<file path="src/inc/urx_pkg.sv">
// Purpose: shared constants for the receive status flag block
// Assumes: 8-bit register port, 125 MHz mclk_in
// Notes:   offsets are register indices on the plain register port
package urx_pkg;
  localparam int unsigned CLK_HZ       = 125_000_000;
  localparam int unsigned CLK_PERIOD_NS = 8;
  // default line rate; the bit period is software-programmable later
  localparam int unsigned BAUD_DEFAULT = 115_200;
  localparam int unsigned ETU_CYCLES   = CLK_HZ / BAUD_DEFAULT;
  localparam int unsigned FIFO_DEPTH   = 16;
  localparam int unsigned IDLE_ETU     = 16;

  localparam int unsigned ADDR_W = 4;
  localparam int unsigned DATA_W = 8;
  localparam int unsigned DIV_W  = 16;

  localparam logic [3:0] ADR_STATUS = 4'h0;
  localparam logic [3:0] ADR_FIFO   = 4'h1;
  localparam logic [3:0] ADR_COUNT  = 4'h2;
  localparam logic [3:0] ADR_CTRL   = 4'h3;
  localparam logic [3:0] ADR_DIV_LO = 4'h4;
  localparam logic [3:0] ADR_DIV_HI = 4'h5;

  // status register bit positions
  localparam int unsigned ST_DR  = 0;
  localparam int unsigned ST_RDF = 1;
  localparam int unsigned ST_PER = 2;
  localparam int unsigned ST_FER = 3;
  localparam int unsigned ST_BRK = 4;
  localparam int unsigned ST_OVR = 5;

  // fifo control register: receive trigger select field
  localparam int unsigned CTRL_TRG_LO = 6;
  localparam int unsigned CTRL_TRG_HI = 7;
  localparam logic [7:0]  CTRL_RESET  = 8'h00;

  // trigger numbers selected by the two-bit field
  localparam logic [7:0] TRIG_SEL0 = 8'h01;
  localparam logic [7:0] TRIG_SEL1 = 8'h04;
  localparam logic [7:0] TRIG_SEL2 = 8'h08;
  localparam logic [7:0] TRIG_SEL3 = 8'h0e;

  localparam logic [7:0] BREAK_CHAR = 8'h00;

  // fifo entry layout: data, framing fault, parity fault
  localparam int unsigned ENT_W   = 10;
  localparam int unsigned ENT_FER = 8;
  localparam int unsigned ENT_PER = 9;

  typedef enum logic [0:0] {
    URX_NORMAL,
    URX_BREAK
  } urx_state_t;
endpackage

</file>
<file path="src/rtl/urx_status.sv">
// Purpose: receive fifo and status flags of a fifo serial port
// Assumes: characters arrive from a receive shifter with data and fault
//          bits; all inputs synchronous to mclk_in
// Notes:   register read data appear one cycle after rd_in, else zero
//
// The implementer's own choices: the plain strobed port and the address map.
`timescale 1ns/100ps

module urx_status #(
  parameter int unsigned FIFO_DEPTH = urx_pkg::FIFO_DEPTH,
  parameter int unsigned ETU_CYCLES = urx_pkg::ETU_CYCLES
) (
  input  wire logic       mclk_in,     // 125 MHz clock
  input  wire logic       rstn_in,     // sync reset, active low
  input  wire logic       standby_in,  // standby, clears like reset
  input  wire logic [3:0] addr_in,     // register index
  input  wire logic [7:0] wdata_in,    // write data
  input  wire logic       wr_in,       // write strobe
  input  wire logic       rd_in,       // read strobe
  output logic      [7:0] rdata_out,   // read data, cycle after rd_in
  input  wire logic       dma_rd_in,   // dma fifo read strobe
  output logic      [7:0] dma_data_out,// dma read data, cycle after
  input  wire logic       ch_valid_in, // character from shifter valid
  output logic            ch_ready_out,// buffer can take a character
  input  wire logic [7:0] ch_data_in,  // received character
  input  wire logic       ch_fer_in,   // character framing fault
  input  wire logic       ch_per_in,   // character parity fault
  input  wire logic       rx_line_in,  // receive line level, 1 = mark
  output logic            rx_fill_out, // fill flag, dma request
  output logic            rx_idle_out, // idle ready flag
  output logic            overrun_out  // overrun flag
);
  localparam int unsigned CW = $clog2(FIFO_DEPTH + 1);
  localparam int unsigned PW = $clog2(FIFO_DEPTH);
  localparam int unsigned EW = urx_pkg::ENT_W;
  localparam logic [urx_pkg::DIV_W-1:0] DIV_RESET =
    urx_pkg::DIV_W'(ETU_CYCLES);
  localparam logic [4:0] IDLE_MAX = 5'(urx_pkg::IDLE_ETU);

  if (FIFO_DEPTH < 2 || FIFO_DEPTH > 255 ||
      (FIFO_DEPTH & (FIFO_DEPTH - 1)) != 0) begin
    $error("FIFO_DEPTH must be a power of two from 2 to 255");
  end
  if (ETU_CYCLES < 1 || ETU_CYCLES >= (1 << urx_pkg::DIV_W)) begin
    $error("ETU_CYCLES out of divider range");
  end

  function automatic logic [7:0] trig_num(input logic [1:0] sel);
    case (sel)
      2'h0:    trig_num = urx_pkg::TRIG_SEL0;
      2'h1:    trig_num = urx_pkg::TRIG_SEL1;
      2'h2:    trig_num = urx_pkg::TRIG_SEL2;
      default: trig_num = urx_pkg::TRIG_SEL3;
    endcase
  endfunction

  // two-entry skid buffer between shifter and fifo
  logic [EW-1:0] sk_mem [2];
  logic          sk_wp_r;
  logic          sk_rp_r;
  logic [1:0]    sk_cnt_r;
  logic [1:0]    sk_cnt_nxt;

  // receive fifo
  logic [EW-1:0] fifo_mem [FIFO_DEPTH];
  logic [PW-1:0] fifo_wp_r;
  logic [PW-1:0] fifo_rp_r;
  logic [CW-1:0] fifo_cnt_r;

  // registers and flags
  logic [7:0]    ctrl_r;
  logic [urx_pkg::DIV_W-1:0] div_r;
  logic [urx_pkg::DIV_W-1:0] etu_cnt_r;
  logic [4:0]    idle_cnt_r;
  logic          brk_r;
  logic          fer_r;
  logic          per_r;
  logic          rdf_r;
  logic          dr_r;
  logic          ovr_r;
  logic          brk_arm_r;
  logic          rdf_arm_r;
  logic          ovr_arm_r;
  logic          prev_fer_r;
  logic [7:0]    rdata_r;
  logic [7:0]    dma_data_r;
  logic          rdf_nxt;
  logic          dr_nxt;
  urx_pkg::urx_state_t state_r;
  urx_pkg::urx_state_t state_nxt;

  wire clr_all = !rstn_in || standby_in;

  // skid buffer handshakes
  wire           sk_in_take  = ch_valid_in && ch_ready_out;
  wire           sk_out_vld  = sk_cnt_r != 2'h0;
  wire [EW-1:0]  sk_head     = sk_mem[sk_rp_r];
  wire [7:0]     sk_head_dat = sk_head[7:0];
  wire           sk_head_fer = sk_head[urx_pkg::ENT_FER];

  // fifo pop from cpu or dma; a push waits while a pop is requested, even with the fifo empty
  wire fifo_empty = fifo_cnt_r == CW'(0);
  wire fifo_full  = fifo_cnt_r == CW'(FIFO_DEPTH);
  wire cpu_fifo_rd = rd_in && (addr_in == urx_pkg::ADR_FIFO);
  wire pop_req    = cpu_fifo_rd || dma_rd_in;
  wire pop        = pop_req && !fifo_empty;
  wire sk_drain   = sk_out_vld && !pop_req;

  wire in_break   = state_r == urx_pkg::URX_BREAK;
  wire drop_brk   = in_break && (sk_head_dat == urx_pkg::BREAK_CHAR);
  wire ovr_evt    = sk_drain && !drop_brk && fifo_full;
  wire push       = sk_drain && !drop_brk && !fifo_full;
  wire brk_evt    = sk_drain && sk_head_fer && prev_fer_r &&
                    (sk_head_dat == urx_pkg::BREAK_CHAR);

  wire [EW-1:0] fifo_head = fifo_mem[fifo_rp_r];
  wire [CW-1:0] cnt_after = pop ? fifo_cnt_r - CW'(1) : fifo_cnt_r;

  // count compare against selected trigger
  wire [7:0] count8  = 8'(fifo_cnt_r);
  wire [7:0] after8  = 8'(cnt_after);
  wire [7:0] trig    = trig_num(ctrl_r[urx_pkg::CTRL_TRG_HI:
                                       urx_pkg::CTRL_TRG_LO]);
  wire at_trig       = count8 >= trig;
  wire below_after   = after8 < trig;

  // status register access
  wire st_wr = wr_in && (addr_in == urx_pkg::ADR_STATUS);
  wire st_rd = rd_in && (addr_in == urx_pkg::ADR_STATUS);
  wire clr_brk = st_wr && !wdata_in[urx_pkg::ST_BRK] && brk_arm_r;
  wire clr_rdf = st_wr && !wdata_in[urx_pkg::ST_RDF] && rdf_arm_r &&
                 !at_trig;
  wire clr_ovr = st_wr && !wdata_in[urx_pkg::ST_OVR] && ovr_arm_r;
  wire clr_dr  = st_wr && !wdata_in[urx_pkg::ST_DR];

  // bit period divider; a zero divisor runs as one
  wire etu_tick = etu_cnt_r + urx_pkg::DIV_W'(1) >= div_r;
  wire idle_rst = sk_in_take || !rx_line_in;
  wire idle_hit = idle_cnt_r == IDLE_MAX;

  wire [7:0] status_rd = {2'h0, ovr_r, brk_r, fer_r, per_r, rdf_r, dr_r};
  logic [7:0] rd_mux;

  always_comb begin
    case (addr_in)
      urx_pkg::ADR_STATUS: rd_mux = status_rd;
      urx_pkg::ADR_FIFO:   rd_mux = fifo_head[7:0];
      urx_pkg::ADR_COUNT:  rd_mux = count8;
      urx_pkg::ADR_CTRL:   rd_mux = ctrl_r;
      urx_pkg::ADR_DIV_LO: rd_mux = div_r[7:0];
      urx_pkg::ADR_DIV_HI: rd_mux = div_r[15:8];
      default:             rd_mux = 8'h00;
    endcase
  end

  always_comb begin
    sk_cnt_nxt = sk_cnt_r;
    if (sk_in_take && !sk_drain)
      sk_cnt_nxt = sk_cnt_r + 2'h1;
    else if (!sk_in_take && sk_drain)
      sk_cnt_nxt = sk_cnt_r - 2'h1;
  end

  // break tracking
  always_comb begin
    state_nxt = state_r;
    case (state_r)
      urx_pkg::URX_NORMAL:
        if (brk_evt)
          state_nxt = urx_pkg::URX_BREAK;
      urx_pkg::URX_BREAK:
        if (rx_line_in)
          state_nxt = urx_pkg::URX_NORMAL;
      default:
        state_nxt = urx_pkg::URX_NORMAL;
    endcase
  end

  // set terms first so an event beats a clear in the same cycle
  always_comb begin
    if (at_trig && !below_after)
      rdf_nxt = 1'b1;
    else if (dma_rd_in && pop && below_after)
      rdf_nxt = 1'b0;
    else if (clr_rdf)
      rdf_nxt = 1'b0;
    else
      rdf_nxt = rdf_r;
  end

  always_comb begin
    if (idle_hit && !at_trig && !fifo_empty)
      dr_nxt = 1'b1;
    else if (clr_dr)
      dr_nxt = 1'b0;
    else
      dr_nxt = dr_r;
  end

  assign ch_ready_out = sk_cnt_r != 2'h2;
  assign rdata_out    = rdata_r;
  assign dma_data_out = dma_data_r;
  assign rx_fill_out  = rdf_r;
  assign rx_idle_out  = dr_r;
  assign overrun_out  = ovr_r;

  // storage arrays carry no reset
  always_ff @(posedge mclk_in) begin
    if (sk_in_take)
      sk_mem[sk_wp_r] <= {ch_per_in, ch_fer_in, ch_data_in};
    if (push)
      fifo_mem[fifo_wp_r] <= sk_head;
  end

  always_ff @(posedge mclk_in) begin
    if (clr_all) begin
      sk_wp_r  <= 1'b0;
      sk_rp_r  <= 1'b0;
      sk_cnt_r <= 2'h0;
    end else begin
      sk_cnt_r <= sk_cnt_nxt;
      if (sk_in_take)
        sk_wp_r <= !sk_wp_r;
      if (sk_drain)
        sk_rp_r <= !sk_rp_r;
    end
  end

  // empty reads leave pointers alone and return stale data
  always_ff @(posedge mclk_in) begin
    if (clr_all) begin
      fifo_wp_r  <= '0;
      fifo_rp_r  <= '0;
      fifo_cnt_r <= '0;
    end else begin
      if (push)
        fifo_wp_r <= fifo_wp_r + PW'(1);
      if (pop)
        fifo_rp_r <= fifo_rp_r + PW'(1);
      if (push)
        fifo_cnt_r <= fifo_cnt_r + CW'(1);
      else if (pop)
        fifo_cnt_r <= fifo_cnt_r - CW'(1);
    end
  end

  always_ff @(posedge mclk_in) begin
    if (clr_all) begin
      ctrl_r <= urx_pkg::CTRL_RESET;
      div_r  <= DIV_RESET;
    end else if (wr_in) begin
      if (addr_in == urx_pkg::ADR_CTRL)
        ctrl_r <= wdata_in;
      if (addr_in == urx_pkg::ADR_DIV_LO)
        div_r[7:0] <= wdata_in;
      if (addr_in == urx_pkg::ADR_DIV_HI)
        div_r[15:8] <= wdata_in;
    end
  end

  // idle timeout counted in ticks of the free-running bit divider, held off by a start bit
  always_ff @(posedge mclk_in) begin
    if (clr_all) begin
      etu_cnt_r  <= '0;
      idle_cnt_r <= 5'h00;
    end else begin
      etu_cnt_r <= etu_tick ? '0 : etu_cnt_r + urx_pkg::DIV_W'(1);
      if (idle_rst)
        idle_cnt_r <= 5'h00;
      else if (etu_tick && !idle_hit)
        idle_cnt_r <= idle_cnt_r + 5'h01;
    end
  end

  always_ff @(posedge mclk_in) begin
    if (clr_all) begin
      state_r    <= urx_pkg::URX_NORMAL;
      prev_fer_r <= 1'b0;
    end else begin
      state_r <= state_nxt;
      if (sk_drain)
        prev_fer_r <= sk_head_fer;
    end
  end

  always_ff @(posedge mclk_in) begin
    if (clr_all) begin
      brk_r <= 1'b0;
      ovr_r <= 1'b0;
      rdf_r <= 1'b0;
      dr_r  <= 1'b0;
    end else begin
      rdf_r <= rdf_nxt;
      dr_r  <= dr_nxt;
      if (brk_evt)
        brk_r <= 1'b1;
      else if (clr_brk)
        brk_r <= 1'b0;
      if (ovr_evt)
        ovr_r <= 1'b1;
      else if (clr_ovr)
        ovr_r <= 1'b0;
    end
  end

  // a status read showing a one arms its zero-write clear
  always_ff @(posedge mclk_in) begin
    if (clr_all) begin
      brk_arm_r <= 1'b0;
      rdf_arm_r <= 1'b0;
      ovr_arm_r <= 1'b0;
    end else begin
      if (st_rd && brk_r)
        brk_arm_r <= 1'b1;
      else if (clr_brk)
        brk_arm_r <= 1'b0;
      if (st_rd && rdf_r)
        rdf_arm_r <= 1'b1;
      else if (clr_rdf || !rdf_r)
        rdf_arm_r <= 1'b0;
      if (st_rd && ovr_r)
        ovr_arm_r <= 1'b1;
      else if (clr_ovr)
        ovr_arm_r <= 1'b0;
    end
  end

  // fault flags follow the character just read out
  always_ff @(posedge mclk_in) begin
    if (clr_all) begin
      fer_r <= 1'b0;
      per_r <= 1'b0;
    end else if (pop) begin
      fer_r <= fifo_head[urx_pkg::ENT_FER];
      per_r <= fifo_head[urx_pkg::ENT_PER];
    end
  end

  always_ff @(posedge mclk_in) begin
    if (clr_all) begin
      rdata_r    <= 8'h00;
      dma_data_r <= 8'h00;
    end else begin
      rdata_r <= rd_in ? rd_mux : 8'h00;
      if (dma_rd_in)
        dma_data_r <= fifo_head[7:0];
    end
  end
endmodule

</file>
<file path="config.mk">
export PLATFORM = sky130hd
export DESIGN_NAME = urx_status
export DESIGN_NICKNAME = d
export VERILOG_FILES = /design/src/inc/urx_pkg.sv /design/src/rtl/urx_status.sv
export SDC_FILE = /design/constraint.sdc
export NUM_CORES = 1
export LEC_CHECK = 0
export ABC_AREA = 1
export BUFFER_PORTS_ARGS = -buffer_cell sky130_fd_sc_hd__buf_2
export CORE_MARGIN = 4
export CORE_UTILIZATION = 60
export CTS_BUF_LIST = sky130_fd_sc_hd__clkbuf_2 sky130_fd_sc_hd__clkbuf_4 sky130_fd_sc_hd__clkbuf_8
export CTS_CLUSTER_SIZE = 10
export DETAILED_ROUTE_END_ITERATION = 8
export GPL_TIMING_DRIVEN = 0
export PLACE_DENSITY_LB_ADDON = 0.08
export SLEW_MARGIN = 25
export SYNTH_ARGS = -nofsm -noshare
export SYNTH_HDL_FRONTEND = slang
export SYNTH_SLANG_ARGS = --single-unit
</file>
<file path="constraint.sdc">
create_clock -name mclk_in -period 3.5 [get_ports mclk_in]
set_input_delay 0.7 -clock mclk_in [delete_from_list [all_inputs] [get_ports mclk_in]]
set_output_delay 0.7 -clock mclk_in [all_outputs]
set_load 0.005 [all_outputs]
</file>
==> flow_summary.html, run 1 <==
<table>
<tr><th>Metric</th><th>Value</th></tr>
<tr><th colspan="2">Status</th></tr>
<tr><td>Status</td><td>finished clean</td></tr>
<tr><th colspan="2">Clock tree</th></tr>
<tr><td>CTS H-tree depth</td><td>2</td></tr>
<tr><td>CTS buffer count</td><td>44</td></tr>
<tr><td>CTS tree</td><td>done</td></tr>
<tr><td>Cell chosen for the clock root</td><td>sky130_fd_sc_hd__clkbuf_8</td></tr>
<tr><td>Clk slew on worst S/H paths</td><td>0.06 ns</td></tr>
<tr><td>Skew-Pair Late Insertion Delay</td><td>between 0.5 and 0.6 ns</td></tr>
<tr><td>Clock Sink Count</td><td>~270</td></tr>
<tr><td>Clock Tree Buf Depth</td><td>3</td></tr>
<tr><th colspan="2">Synth</th></tr>
<tr><td>Netlist cell types</td><td>46</td></tr>
<tr><td>Dominant cells by area after synthesis</td><td>sky130_fd_sc_hd__edfxtp_1, sky130_fd_sc_hd__dfxtp_1, sky130_fd_sc_hd__nor2_1</td></tr>
<tr><td>Flip-flop and latch count after synthesis</td><td>274</td></tr>
<tr><td>Number of cells produced by synthesis</td><td>1,217</td></tr>
<tr><td>Share of the synthesized area in the top cell type</td><td>44.6%</td></tr>
<tr><td>Part of the Yosys area used for sequential elements</td><td>60.2%</td></tr>
<tr><td>Cell area after synthesis</td><td>0.0121 mm2</td></tr>
<tr><td>Yosys synthesis warning count</td><td>0</td></tr>
<tr><td>Area leader, netlist</td><td>sky130_fd_sc_hd__edfxtp_1</td></tr>
<tr><td>Average cell area after synthesis</td><td>~10 um2</td></tr>
<tr><td>Post-synthesis net count</td><td>1,282</td></tr>
<tr><th colspan="2">Die</th></tr>
<tr><td>Core footprint</td><td>0.0197 mm2</td></tr>
<tr><td>Total number of placement rows</td><td>51</td></tr>
<tr><td>Starting density of the core</td><td>61.6%</td></tr>
<tr><td>Total die area</td><td>0.0225 mm2</td></tr>
<tr><td>Count of boundary I/O pins</td><td>50</td></tr>
<tr><td>Vert. Die Dim</td><td>150 um</td></tr>
<tr><td>Width of the die</td><td>about 150 um</td></tr>
<tr><th colspan="2">STA</th></tr>
<tr><td>Final period util</td><td>~88%</td></tr>
<tr><td>Number of endpoints with negative hold slack in the final report</td><td>0</td></tr>
<tr><td>Setup TNS after final layout</td><td>0 ns</td></tr>
<tr><td>Setup repair after global routing missed its margin</td><td>false</td></tr>
<tr><td>Final critical path time including I/O delays and setup</td><td>3.07 ns</td></tr>
<tr><td>Transition time at the pin with the least slew margin</td><td>between 1 and 1.5 ns</td></tr>
<tr><td>Worst clock skew</td><td>around 0.023 ns</td></tr>
<tr><td>Worst-case headroom to the max-slew limit</td><td>32.5%</td></tr>
<tr><td>Timing-limited maximum frequency</td><td>326 MHz</td></tr>
<tr><td>Final Max Tran Viols</td><td>0</td></tr>
<tr><td>Endpoints failing setup</td><td>0</td></tr>
<tr><th colspan="2">Route</th></tr>
<tr><td>Final Routed Wirelength</td><td>29.6 mm</td></tr>
<tr><td>Antenna Violating Nets Remaining</td><td>0</td></tr>
<tr><td>Via count</td><td>around 9,000</td></tr>
<tr><td>Average via count per standard cell</td><td>5.62</td></tr>
<tr><td>Number of iterations in the first detailed-routing pass</td><td>5</td></tr>
<tr><td>Total DRC errors in the routed layout</td><td>0</td></tr>
<tr><td>Starting DRT DRC Count</td><td>838</td></tr>
<tr><td>WL/cell</td><td>18.4 um</td></tr>
<tr><th colspan="2">Power</th></tr>
<tr><td>Part of the power in the clock network</td><td>39.7%</td></tr>
<tr><td>Sequential power share</td><td>51.6%</td></tr>
<tr><td>Maximum resistive drop on vdd</td><td>0.443 mV</td></tr>
<tr><td>Overall Power</td><td>6.85 mW</td></tr>
<tr><td>Internal Power</td><td>5.21 mW</td></tr>
<tr><td>Leak</td><td>5.28 nW</td></tr>
<tr><td>Switching power</td><td>around 1.6 mW</td></tr>
<tr><td>PwrDens</td><td>503 mW/mm2</td></tr>
<tr><td>Switching portion of total power</td><td>23.9%</td></tr>
<tr><td>Combinational power share</td><td>under 10%</td></tr>
<tr><th colspan="2">Critical path</th></tr>
<tr><td>Category of the worst setup path launch point</td><td>flop</td></tr>
<tr><td>Worst setup path class</td><td>flop to flop</td></tr>
<tr><td>Capturing element type of the critical path</td><td>flop</td></tr>
<tr><td>Largest fanout on the critical path</td><td>7</td></tr>
<tr><td>Worst path required time</td><td>3.97 ns</td></tr>
<tr><td>Data arrival at the endpoint of the critical path</td><td>3.53 ns</td></tr>
<tr><th colspan="2">Place</th></tr>
<tr><td>GP Congestion</td><td>0.952</td></tr>
<tr><td>Instance area at placement</td><td>0.0127 mm2</td></tr>
<tr><td>HPWL Detailed</td><td>a little over 20 mm</td></tr>
<tr><td>Number of port buffers</td><td>48</td></tr>
<tr><th colspan="2">Global route</th></tr>
<tr><td>Vias in the first global route</td><td>8,669</td></tr>
<tr><td>Maximum number of pins on one net before global-route repair</td><td>18</td></tr>
<tr><td>GRT overflow</td><td>0</td></tr>
<tr><td>GRT Resource Usage Total</td><td>26.8%</td></tr>
<tr><td>Initial antenna violation count</td><td>0</td></tr>
<tr><td>First-pass GRT wire length</td><td>45.8 mm</td></tr>
<tr><th colspan="2">Worst hold path</th></tr>
<tr><td>Hold WC Path Type</td><td>input pin to flop</td></tr>
<tr><th colspan="2">Layout</th></tr>
<tr><td>Final net count</td><td>1,378</td></tr>
<tr><td>Antenna Cells</td><td>0</td></tr>
<tr><td>Area occupied by multi-input gates</td><td>0.00402 mm2</td></tr>
<tr><td>Fill cell count</td><td>1,576</td></tr>
<tr><td>Area Growth Syn to Fin</td><td>12.4%</td></tr>
<tr><td>Sequential cell area in the final layout</td><td>0.00729 mm2</td></tr>
<tr><td>Final std cell area, no fill</td><td>~0.014 mm2</td></tr>
<tr><td>Layout cells sized above 1</td><td>14.3%</td></tr>
<tr><th colspan="2">Flow run</th></tr>
<tr><td>Number of violations of the max-capacitance limit</td><td>0</td></tr>
</table>
[area by class of cell]
class / count / area share (%)
Multi-Input combinational cell: 749 / 29.5
Inverter: 148 / 4.10
Buffer: 46 / 2.06
Timing Repair Buffer: 50 / 1.88
Tap cell: 265 / 2.44
Clock inverter: 6 / 0.230
Clock buffer: 71 / 6.22
Sequential cell: 274 / 53.5
[final timing paths]
path,endpoint,cells past startpoint,slack [ns],start
min,sk_mem[0][0],1,0.34,ch_data_in[0]
max,idle_cnt_r[0],18,0.43,etu_cnt_r[0]
min reg2reg,sk_rp_r,1,0.45,sk_rp_r
max reg2reg,idle_cnt_r[0],18,0.43,etu_cnt_r[0]
[logic make-up after synthesis]
family | count (synthesis) | share of synthesized area [%]
XOR/XNOR | 21 | 1.52
flip-flops | 274 | 60.2
adder cells (fa/ha/maj) | 35 | 3.62
AND/OR/NAND/NOR | 421 | 15.0
buffers and inverters | 194 | 6.91
AO/OA/AOI/OAI | 272 | 12.8
[metrics by stage]
stage               hold WS, ns  std cells  worst slack (ns)  util, %
detailed placement        0.443       1530             0.168     64.6
finish                    0.343       1609             0.434     69.2
floorplan                 0.426       1217             0.826        -
CTS                       0.321       1607             0.180     69.0
global route              0.324       1609            0.0596     69.2
global placement          0.434       1530             0.140     64.5
[metal layers]
layer | vias up | global-route usage (%) | share of wire, %
met5 | - | 0 | 0
met4 | 0 | 7.27 | 2.0
met3 | 55 | 5.33 | 9.1
met2 | 397 | 42.8 | 46
met1 | 4228 | 37.6 | 43
li1 | 4356 | - | -
[power by group through the flow]
stage | combinational [mW] | clock (mW) | sequential [mW]
detailed placement | 0.583 | 0 | 3.60
finish | 0.594 | 2.72 | 3.53
CTS | 0.586 | 2.74 | 3.53
global placement | 0.569 | 0 | 3.60
global route | 0.663 | 2.89 | 3.54
floorplan | 0.385 | 0 | 3.60
[placed cells by master, fill, tap and decap left out, types with 2 or more instances in the layout]
master / count
sky130_fd_sc_hd__nor2_1: 180
sky130_fd_sc_hd__edfxtp_1: 180
sky130_fd_sc_hd__inv_1: 144
sky130_fd_sc_hd__nand2_1: 130
sky130_fd_sc_hd__o21ai_0: 120
sky130_fd_sc_hd__dfxtp_1: 94
sky130_fd_sc_hd__a21oi_1: 74
sky130_fd_sc_hd__buf_2: 61
sky130_fd_sc_hd__nand3_1: 54
sky130_fd_sc_hd__clkbuf_8: 50
sky130_fd_sc_hd__o211ai_1: 45
sky130_fd_sc_hd__ha_1: 35
sky130_fd_sc_hd__clkbuf_4: 21
sky130_fd_sc_hd__xor2_1: 19
sky130_fd_sc_hd__clkbuf_1: 19
sky130_fd_sc_hd__nand2_2: 11
sky130_fd_sc_hd__nor3_1: 10
sky130_fd_sc_hd__nor2_2: 10
sky130_fd_sc_hd__nand4_1: 10
sky130_fd_sc_hd__o22ai_1: 10
sky130_fd_sc_hd__buf_6: 7
sky130_fd_sc_hd__o21ai_1: 7
sky130_fd_sc_hd__clkinv_1: 4
sky130_fd_sc_hd__buf_8: 3
sky130_fd_sc_hd__o21ai_2: 3
sky130_fd_sc_hd__a21oi_2: 3
sky130_fd_sc_hd__buf_4: 3
sky130_fd_sc_hd__o2bb2ai_1: 3
sky130_fd_sc_hd__nand2_4: 2
sky130_fd_sc_hd__inv_2: 2
sky130_fd_sc_hd__nor4_1: 2
sky130_fd_sc_hd__nand3_4: 2
sky130_fd_sc_hd__a21o_1: 2
sky130_fd_sc_hd__xnor2_1: 2
sky130_fd_sc_hd__buf_1: 2
sky130_fd_sc_hd__nor3b_1: 2
sky130_fd_sc_hd__clkinvlp_4: 2
[cell usage after synthesis, drive strengths merged]
cell type / number
and3: 1
nand3: 57
nand4: 10
a21o: 2
nor2: 191
nand2: 143
o22ai: 10
xor2: 19
nor3: 11
nor4: 3
and2: 1
o21a: 1
a31o: 1
ha: 35
o21ai: 131
inv: 147
xnor2: 2
edfxtp: 180
buf: 26
clkbuf: 20
a21oi: 77
clkinv: 1
nor3b: 3
a211oi: 1
o2bb2ai: 3
dfxtp: 94
o211ai: 46
or2: 1
[sequential cells by signal, summed over array words and instances, names as in the netlist, 5 cells and up, named ones only]
signal	cells
div_r	16
fifo_mem	160
fifo_cnt_r	5
sk_mem	20
dma_data_out	8
idle_cnt_r	5
etu_cnt_r	16
rdata_out	8
ctrl_r	8
[worst max-delay path: stages, from the launching register on]
cell	delay [ns]
sky130_fd_sc_hd__dfxtp_1	0.39
sky130_fd_sc_hd__ha_1	0.21
sky130_fd_sc_hd__nand3_1	0.13
sky130_fd_sc_hd__nor2_2	0.19
sky130_fd_sc_hd__nand4_1	0.16
sky130_fd_sc_hd__nor2_1	0.22
sky130_fd_sc_hd__nand2_1	0.10
sky130_fd_sc_hd__xor2_1	0.18
sky130_fd_sc_hd__inv_1	0.08
sky130_fd_sc_hd__ha_1	0.28
sky130_fd_sc_hd__nand2_1	0.06
sky130_fd_sc_hd__inv_1	0.05
sky130_fd_sc_hd__o21ai_0	0.07
sky130_fd_sc_hd__nand2_1	0.08
sky130_fd_sc_hd__nor2_1	0.18
sky130_fd_sc_hd__nand3_2	0.24
sky130_fd_sc_hd__nand2_2	0.18
sky130_fd_sc_hd__nand2_1	0.06
sky130_fd_sc_hd__a21oi_1	0.12
[repair_timing]
action                     in CTS  in global routing
gates resized for setup         0                  5
hold buffers                    0                  0
setup endpoints to repair       0                 15
buffers inserted                0                  2
(Power assumes the default switching activity.)
==> run 2: changes to the inputs <==
- ABC_AREA: 1 -> 0
==> flow_summary.html, run 2 <==
<table>
<tr><th>Metric</th><th>Value</th></tr>
<tr><th colspan="2">Power</th></tr>
<tr><td>Leak</td><td>4.61 nW (-13%)</td></tr>
<tr><td>Part of the power in the clock network</td><td>39.6% (about the same)</td></tr>
<tr><td>Switching power</td><td>1.51 mW (-7.9%)</td></tr>
<tr><td>PwrDens</td><td>501 mW/mm2 (-0.41%)</td></tr>
<tr><td>Switching portion of total power</td><td>22.8% (-1.1 points)</td></tr>
<tr><td>Maximum resistive drop on vdd</td><td>0.483 mV (+9.1%)</td></tr>
<tr><td>Sequential power share</td><td>53.5% (+1.9 points)</td></tr>
<tr><td>Combinational power share</td><td>6.8% (-1.9 points)</td></tr>
<tr><td>Overall Power</td><td>6.60 mW (-3.6%)</td></tr>
<tr><td>Internal Power</td><td>5.10 mW (-2.2%)</td></tr>
<tr><th colspan="2">STA</th></tr>
<tr><td>Timing-limited maximum frequency</td><td>297 MHz (-8.9%)</td></tr>
<tr><td>Worst hold slack</td><td>0.324 ns (-0.0193 ns)</td></tr>
<tr><td>Worst-case headroom to the max-slew limit</td><td>42.4% (+9.9 points)</td></tr>
<tr><td>Number of endpoints with negative hold slack in the final report</td><td>0 (unchanged)</td></tr>
<tr><td>Final critical path time including I/O delays and setup</td><td>3.37 ns (+0.300 ns)</td></tr>
<tr><td>Transition time at the pin with the least slew margin</td><td>0.858 ns (-0.151 ns)</td></tr>
<tr><td>Setup repair after global routing missed its margin</td><td>false</td></tr>
<tr><td>Endpoints failing setup</td><td>0 (unchanged)</td></tr>
<tr><td>Setup TNS after final layout</td><td>0 ns (unchanged)</td></tr>
<tr><td>Final period util</td><td>96.2% (+8.6 points)</td></tr>
<tr><td>Worst clock skew</td><td>0.0309 ns (+0.00808 ns)</td></tr>
<tr><td>Final Max Tran Viols</td><td>0 (unchanged)</td></tr>
<tr><td>Final critical-path setup slack</td><td>0.134 ns (-0.300 ns)</td></tr>
<tr><th colspan="2">Clock tree</th></tr>
<tr><td>Clk slew on worst S/H paths</td><td>0.06 ns (about the same)</td></tr>
<tr><td>Clock Sink Count</td><td>274 (unchanged)</td></tr>
<tr><td>CTS tree</td><td>done</td></tr>
<tr><td>Clock Tree Buf Depth</td><td>3 (unchanged)</td></tr>
<tr><td>Cell chosen for the clock root</td><td>sky130_fd_sc_hd__clkbuf_8</td></tr>
<tr><td>Skew-Pair Late Insertion Delay</td><td>0.56 ns (about the same)</td></tr>
<tr><td>CTS H-tree depth</td><td>2 (unchanged)</td></tr>
<tr><td>CTS buffer count</td><td>44 (unchanged)</td></tr>
<tr><td>Postcts setup bufs</td><td>0 (unchanged)</td></tr>
<tr><td>Hold-fix buffers at CTS</td><td>0 (unchanged)</td></tr>
<tr><th colspan="2">Status</th></tr>
<tr><td>Status</td><td>finished clean</td></tr>
<tr><th colspan="2">Synth</th></tr>
<tr><td>Top-count cell post-synth</td><td>sky130_fd_sc_hd__edfxtp_1</td></tr>
<tr><td>Yosys synthesis warning count</td><td>0 (unchanged)</td></tr>
<tr><td>Post-synthesis net count</td><td>917 (-28%)</td></tr>
<tr><td>Number of synthesized flops with an enable pin</td><td>180 (unchanged)</td></tr>
<tr><td>Number of cells produced by synthesis</td><td>852 (-30%)</td></tr>
<tr><td>Most numerous cell types in the synthesized netlist</td><td>sky130_fd_sc_hd__edfxtp_1, sky130_fd_sc_hd__dfxtp_1, sky130_fd_sc_hd__nand2_1</td></tr>
<tr><td>Cell area after synthesis</td><td>0.0117 mm2 (-3.0%)</td></tr>
<tr><td>Dominant cells by area after synthesis</td><td>sky130_fd_sc_hd__edfxtp_1, sky130_fd_sc_hd__dfxtp_1, sky130_fd_sc_hd__mux4_2</td></tr>
<tr><td>Prevailing post-synth register cell</td><td>sky130_fd_sc_hd__edfxtp_1</td></tr>
<tr><td>FFs w/ async S/R, synth</td><td>0% (unchanged)</td></tr>
<tr><td>Netlist cell types</td><td>59 (+28%)</td></tr>
<tr><td>Part of the Yosys area used for sequential elements</td><td>62.0% (+1.9 points)</td></tr>
<tr><td>Share of the synthesized area in the top cell type</td><td>46.0% (+1.4 points)</td></tr>
<tr><td>Area leader, netlist</td><td>sky130_fd_sc_hd__edfxtp_1</td></tr>
<tr><td>Flip-flop and latch count after synthesis</td><td>274 (unchanged)</td></tr>
<tr><td>Average cell area after synthesis</td><td>13.8 um2 (+39%)</td></tr>
<tr><th colspan="2">Place</th></tr>
<tr><td>Setup slack at placement</td><td>-0.508 ns (-0.676 ns)</td></tr>
<tr><td>Number of port buffers</td><td>47 (-2.1%)</td></tr>
<tr><td>GP Congestion</td><td>0.908 (-4.7%)</td></tr>
<tr><td>Placed Cells incl. Taps</td><td>1,159 (-24%)</td></tr>
<tr><td>HPWL Detailed</td><td>19.3 mm (-7.0%)</td></tr>
<tr><th colspan="2">Layout</th></tr>
<tr><td>Antenna Cells</td><td>0 (unchanged)</td></tr>
<tr><td>Register bank with the most flops</td><td>fifo_mem</td></tr>
<tr><td>Max FFs per register</td><td>160 (unchanged)</td></tr>
<tr><td>Commonest non-fill, non-tap cell in the layout</td><td>sky130_fd_sc_hd__edfxtp_1</td></tr>
<tr><td>Largest registers</td><td>fifo_mem: 160 flops, sk_mem: 20 flops</td></tr>
<tr><td>Area Growth Syn to Fin</td><td>12.2%</td></tr>
<tr><td>Final Non-Filler Cells</td><td>1,232 (-23%)</td></tr>
<tr><td>Commonest cells after routing, fill and taps aside</td><td>sky130_fd_sc_hd__edfxtp_1, sky130_fd_sc_hd__dfxtp_1, sky130_fd_sc_hd__nand2_1</td></tr>
<tr><td>Layout cells sized above 1</td><td>20.8% (+6.5 points)</td></tr>
<tr><td>Final net count</td><td>1,010 (-27%)</td></tr>
<tr><th colspan="2">Critical path</th></tr>
<tr><td>Largest fanout on the critical path</td><td>10 (+3)</td></tr>
<tr><td>Worst reg2reg setup slack</td><td>0.13 ns (-0.30 ns)</td></tr>
<tr><td>Data arrival at the endpoint of the critical path</td><td>3.76 ns (+0.23 ns)</td></tr>
<tr><td>Worst setup path class</td><td>flop to flop</td></tr>
<tr><td>Category of the worst setup path launch point</td><td>flop</td></tr>
<tr><td>Startpoint of the lowest-slack register-to-register path</td><td>etu_cnt_r[2]</td></tr>
<tr><td>Worst path required time</td><td>3.89 ns (-0.08 ns)</td></tr>
<tr><td>Critical R2R Capture</td><td>etu_cnt_r[12]</td></tr>
<tr><td>Worst reg2reg path depth</td><td>12 (-6)</td></tr>
<tr><td>Capturing element type of the critical path</td><td>flop</td></tr>
<tr><th colspan="2">Global route</th></tr>
<tr><td>Vias in the first global route</td><td>7,683 (-11%)</td></tr>
<tr><td>GRT Resource Usage Total</td><td>26.1% (-0.63 points)</td></tr>
<tr><td>Maximum number of pins on one net before global-route repair</td><td>19 (+1)</td></tr>
<tr><td>First-pass GRT wire length</td><td>43.4 mm (-5.2%)</td></tr>
<tr><td>GRT overflow</td><td>0 (unchanged)</td></tr>
<tr><td>Initial antenna violation count</td><td>0 (unchanged)</td></tr>
<tr><th colspan="2">Route</th></tr>
<tr><td>Starting DRT DRC Count</td><td>686 (-18%)</td></tr>
<tr><td>Average via count per standard cell</td><td>6.05 (+7.7%)</td></tr>
<tr><td>WL/cell</td><td>22.7 um (+24%)</td></tr>
<tr><td>Antenna Violating Nets Remaining</td><td>0 (unchanged)</td></tr>
<tr><td>Total DRC errors in the routed layout</td><td>0 (unchanged)</td></tr>
<tr><td>Via count</td><td>7,451 (-18%)</td></tr>
<tr><td>Final Routed Wirelength</td><td>28.0 mm (-5.3%)</td></tr>
<tr><td>Number of iterations in the first detailed-routing pass</td><td>6 (+1)</td></tr>
<tr><th colspan="2">Worst hold path</th></tr>
<tr><td>Start point of the worst hold path</td><td>ch_per_in</td></tr>
<tr><td>Hold endpoint</td><td>sk_mem[1][9]</td></tr>
<tr><td>Worst hold path stage count</td><td>1 (unchanged)</td></tr>
<tr><td>Hold WC Path Type</td><td>input pin to flop</td></tr>
<tr><th colspan="2">Die</th></tr>
<tr><td>Total number of placement rows</td><td>50 (-2.0%)</td></tr>
<tr><td>Total die area</td><td>0.0219 mm2 (-2.8%)</td></tr>
<tr><td>Count of boundary I/O pins</td><td>50 (unchanged)</td></tr>
<tr><td>Width of the die</td><td>148 um (-1.4%)</td></tr>
<tr><td>Vert. Die Dim</td><td>148 um (-1.4%)</td></tr>
<tr><td>Starting density of the core</td><td>62.0% (+0.35 points)</td></tr>
<tr><td>Core footprint</td><td>0.0190 mm2 (-3.6%)</td></tr>
<tr><th colspan="2">Flow run</th></tr>
<tr><td>Number of violations of the max-capacitance limit</td><td>0 (unchanged)</td></tr>
</table>
-- run 2: changes by cell type in the layout (fill, tap and decap cells not counted), sizes merged, moves of 14 or more --
cell / previous run / this run
inv: 147 / 33
nor3b: 3 / 17
a21oi: 77 / 43
nand2: 143 / 56
and3: 1 / 22
xnor2: 2 / 16
mux4: 0 / 50
mux2i: 0 / 29
nor2: 191 / 50
o211ai: 46 / 3
o21ai: 131 / 21
-- run 2: layer usage --
metal / global-route usage [%] / up-vias / wire (um)
li1: - / 3429 / -
met1: 32.9 / 3694 / 11200
met2: 45.8 / 257 / 14300
met3: 4.90 / 71 / 1600
met4: 9.05 / 0 / 880
met5: 0 / - / 0
-- run 2: layout make-up --
type                    count  area [um2]
clock buffers              58         723
multi-input cells         505        4200
repair buffers             47         235
clock inverters            15         106
flip-flops and latches    274        7290
plain buffers              41         180
fillers                  1300        5780
well taps                 260         325
inverters                  32         120
-- run 2: power by group through the flow --
stage / clock [mW] / combinational, mW / sequential [mW]
6_report: 2.62 / 0.452 / 3.53
5_1_grt: 2.81 / 0.500 / 3.53
4_1_cts: 2.67 / 0.453 / 3.53
3_5_place_dp: 0 / 0.451 / 3.60
3_3_place_gp: 0 / 0.435 / 3.60
2_1_floorplan: 0 / 0.308 / 3.59
-- run 2: worst max-delay path by stage --
stage               slack, ns  depth (start not counted)             to          from
global route            0.008                         12  etu_cnt_r[12]  etu_cnt_r[2]
global placement        -0.35                         12   etu_cnt_r[6]  etu_cnt_r[2]
detailed placement      -0.51                         12  etu_cnt_r[12]  etu_cnt_r[2]
finish                   0.13                         12  etu_cnt_r[12]  etu_cnt_r[2]
floorplan                0.65                         12  etu_cnt_r[10]  etu_cnt_r[2]
CTS                      0.04                         12  etu_cnt_r[12]  etu_cnt_r[2]
-- run 2: kinds of logic after synthesis --
group,after synthesis,share of synthesized area [%]
and+or+nand+nor,246,10.9
xor gates and xnor gates,25,1.86
muxes,89,13.0
DFF,274,62.0
adders and majority gates,35,3.73
buffers and inverters,73,2.53
AOI/OAI and AO/OA,110,5.92
-- run 2: timing repair --
item	in CTS	in global routing
pin swaps	0	1
setup endpoints to repair	18	10
resized for setup	6	3
-- run 2: metrics by stage --
stage | utilization (%) | cell area [um2]
after floorplan | - | 11700
after global placement | 64.9 | 12300
after detailed placement | 64.9 | 12300
after CTS | 69.4 | 13200
after global routing | 69.5 | 13200
final | 69.5 | 13200
-- run 2: worst max-delay path, stage by stage (launching register included) --
cell and delay, ns:
sky130_fd_sc_hd__dfxtp_1 0.39, sky130_fd_sc_hd__and4_1 0.20, sky130_fd_sc_hd__clkbuf_1 0.26, sky130_fd_sc_hd__nand4_1 0.19
sky130_fd_sc_hd__nor3_1 0.27, sky130_fd_sc_hd__xor2_1 0.13, sky130_fd_sc_hd__ha_1 0.32, sky130_fd_sc_hd__nand2_1 0.11
sky130_fd_sc_hd__a311oi_2 0.42, sky130_fd_sc_hd__nor2_1 0.24, sky130_fd_sc_hd__a21oi_4 0.30, sky130_fd_sc_hd__clkbuf_2 0.29
sky130_fd_sc_hd__nor3b_1 0.09
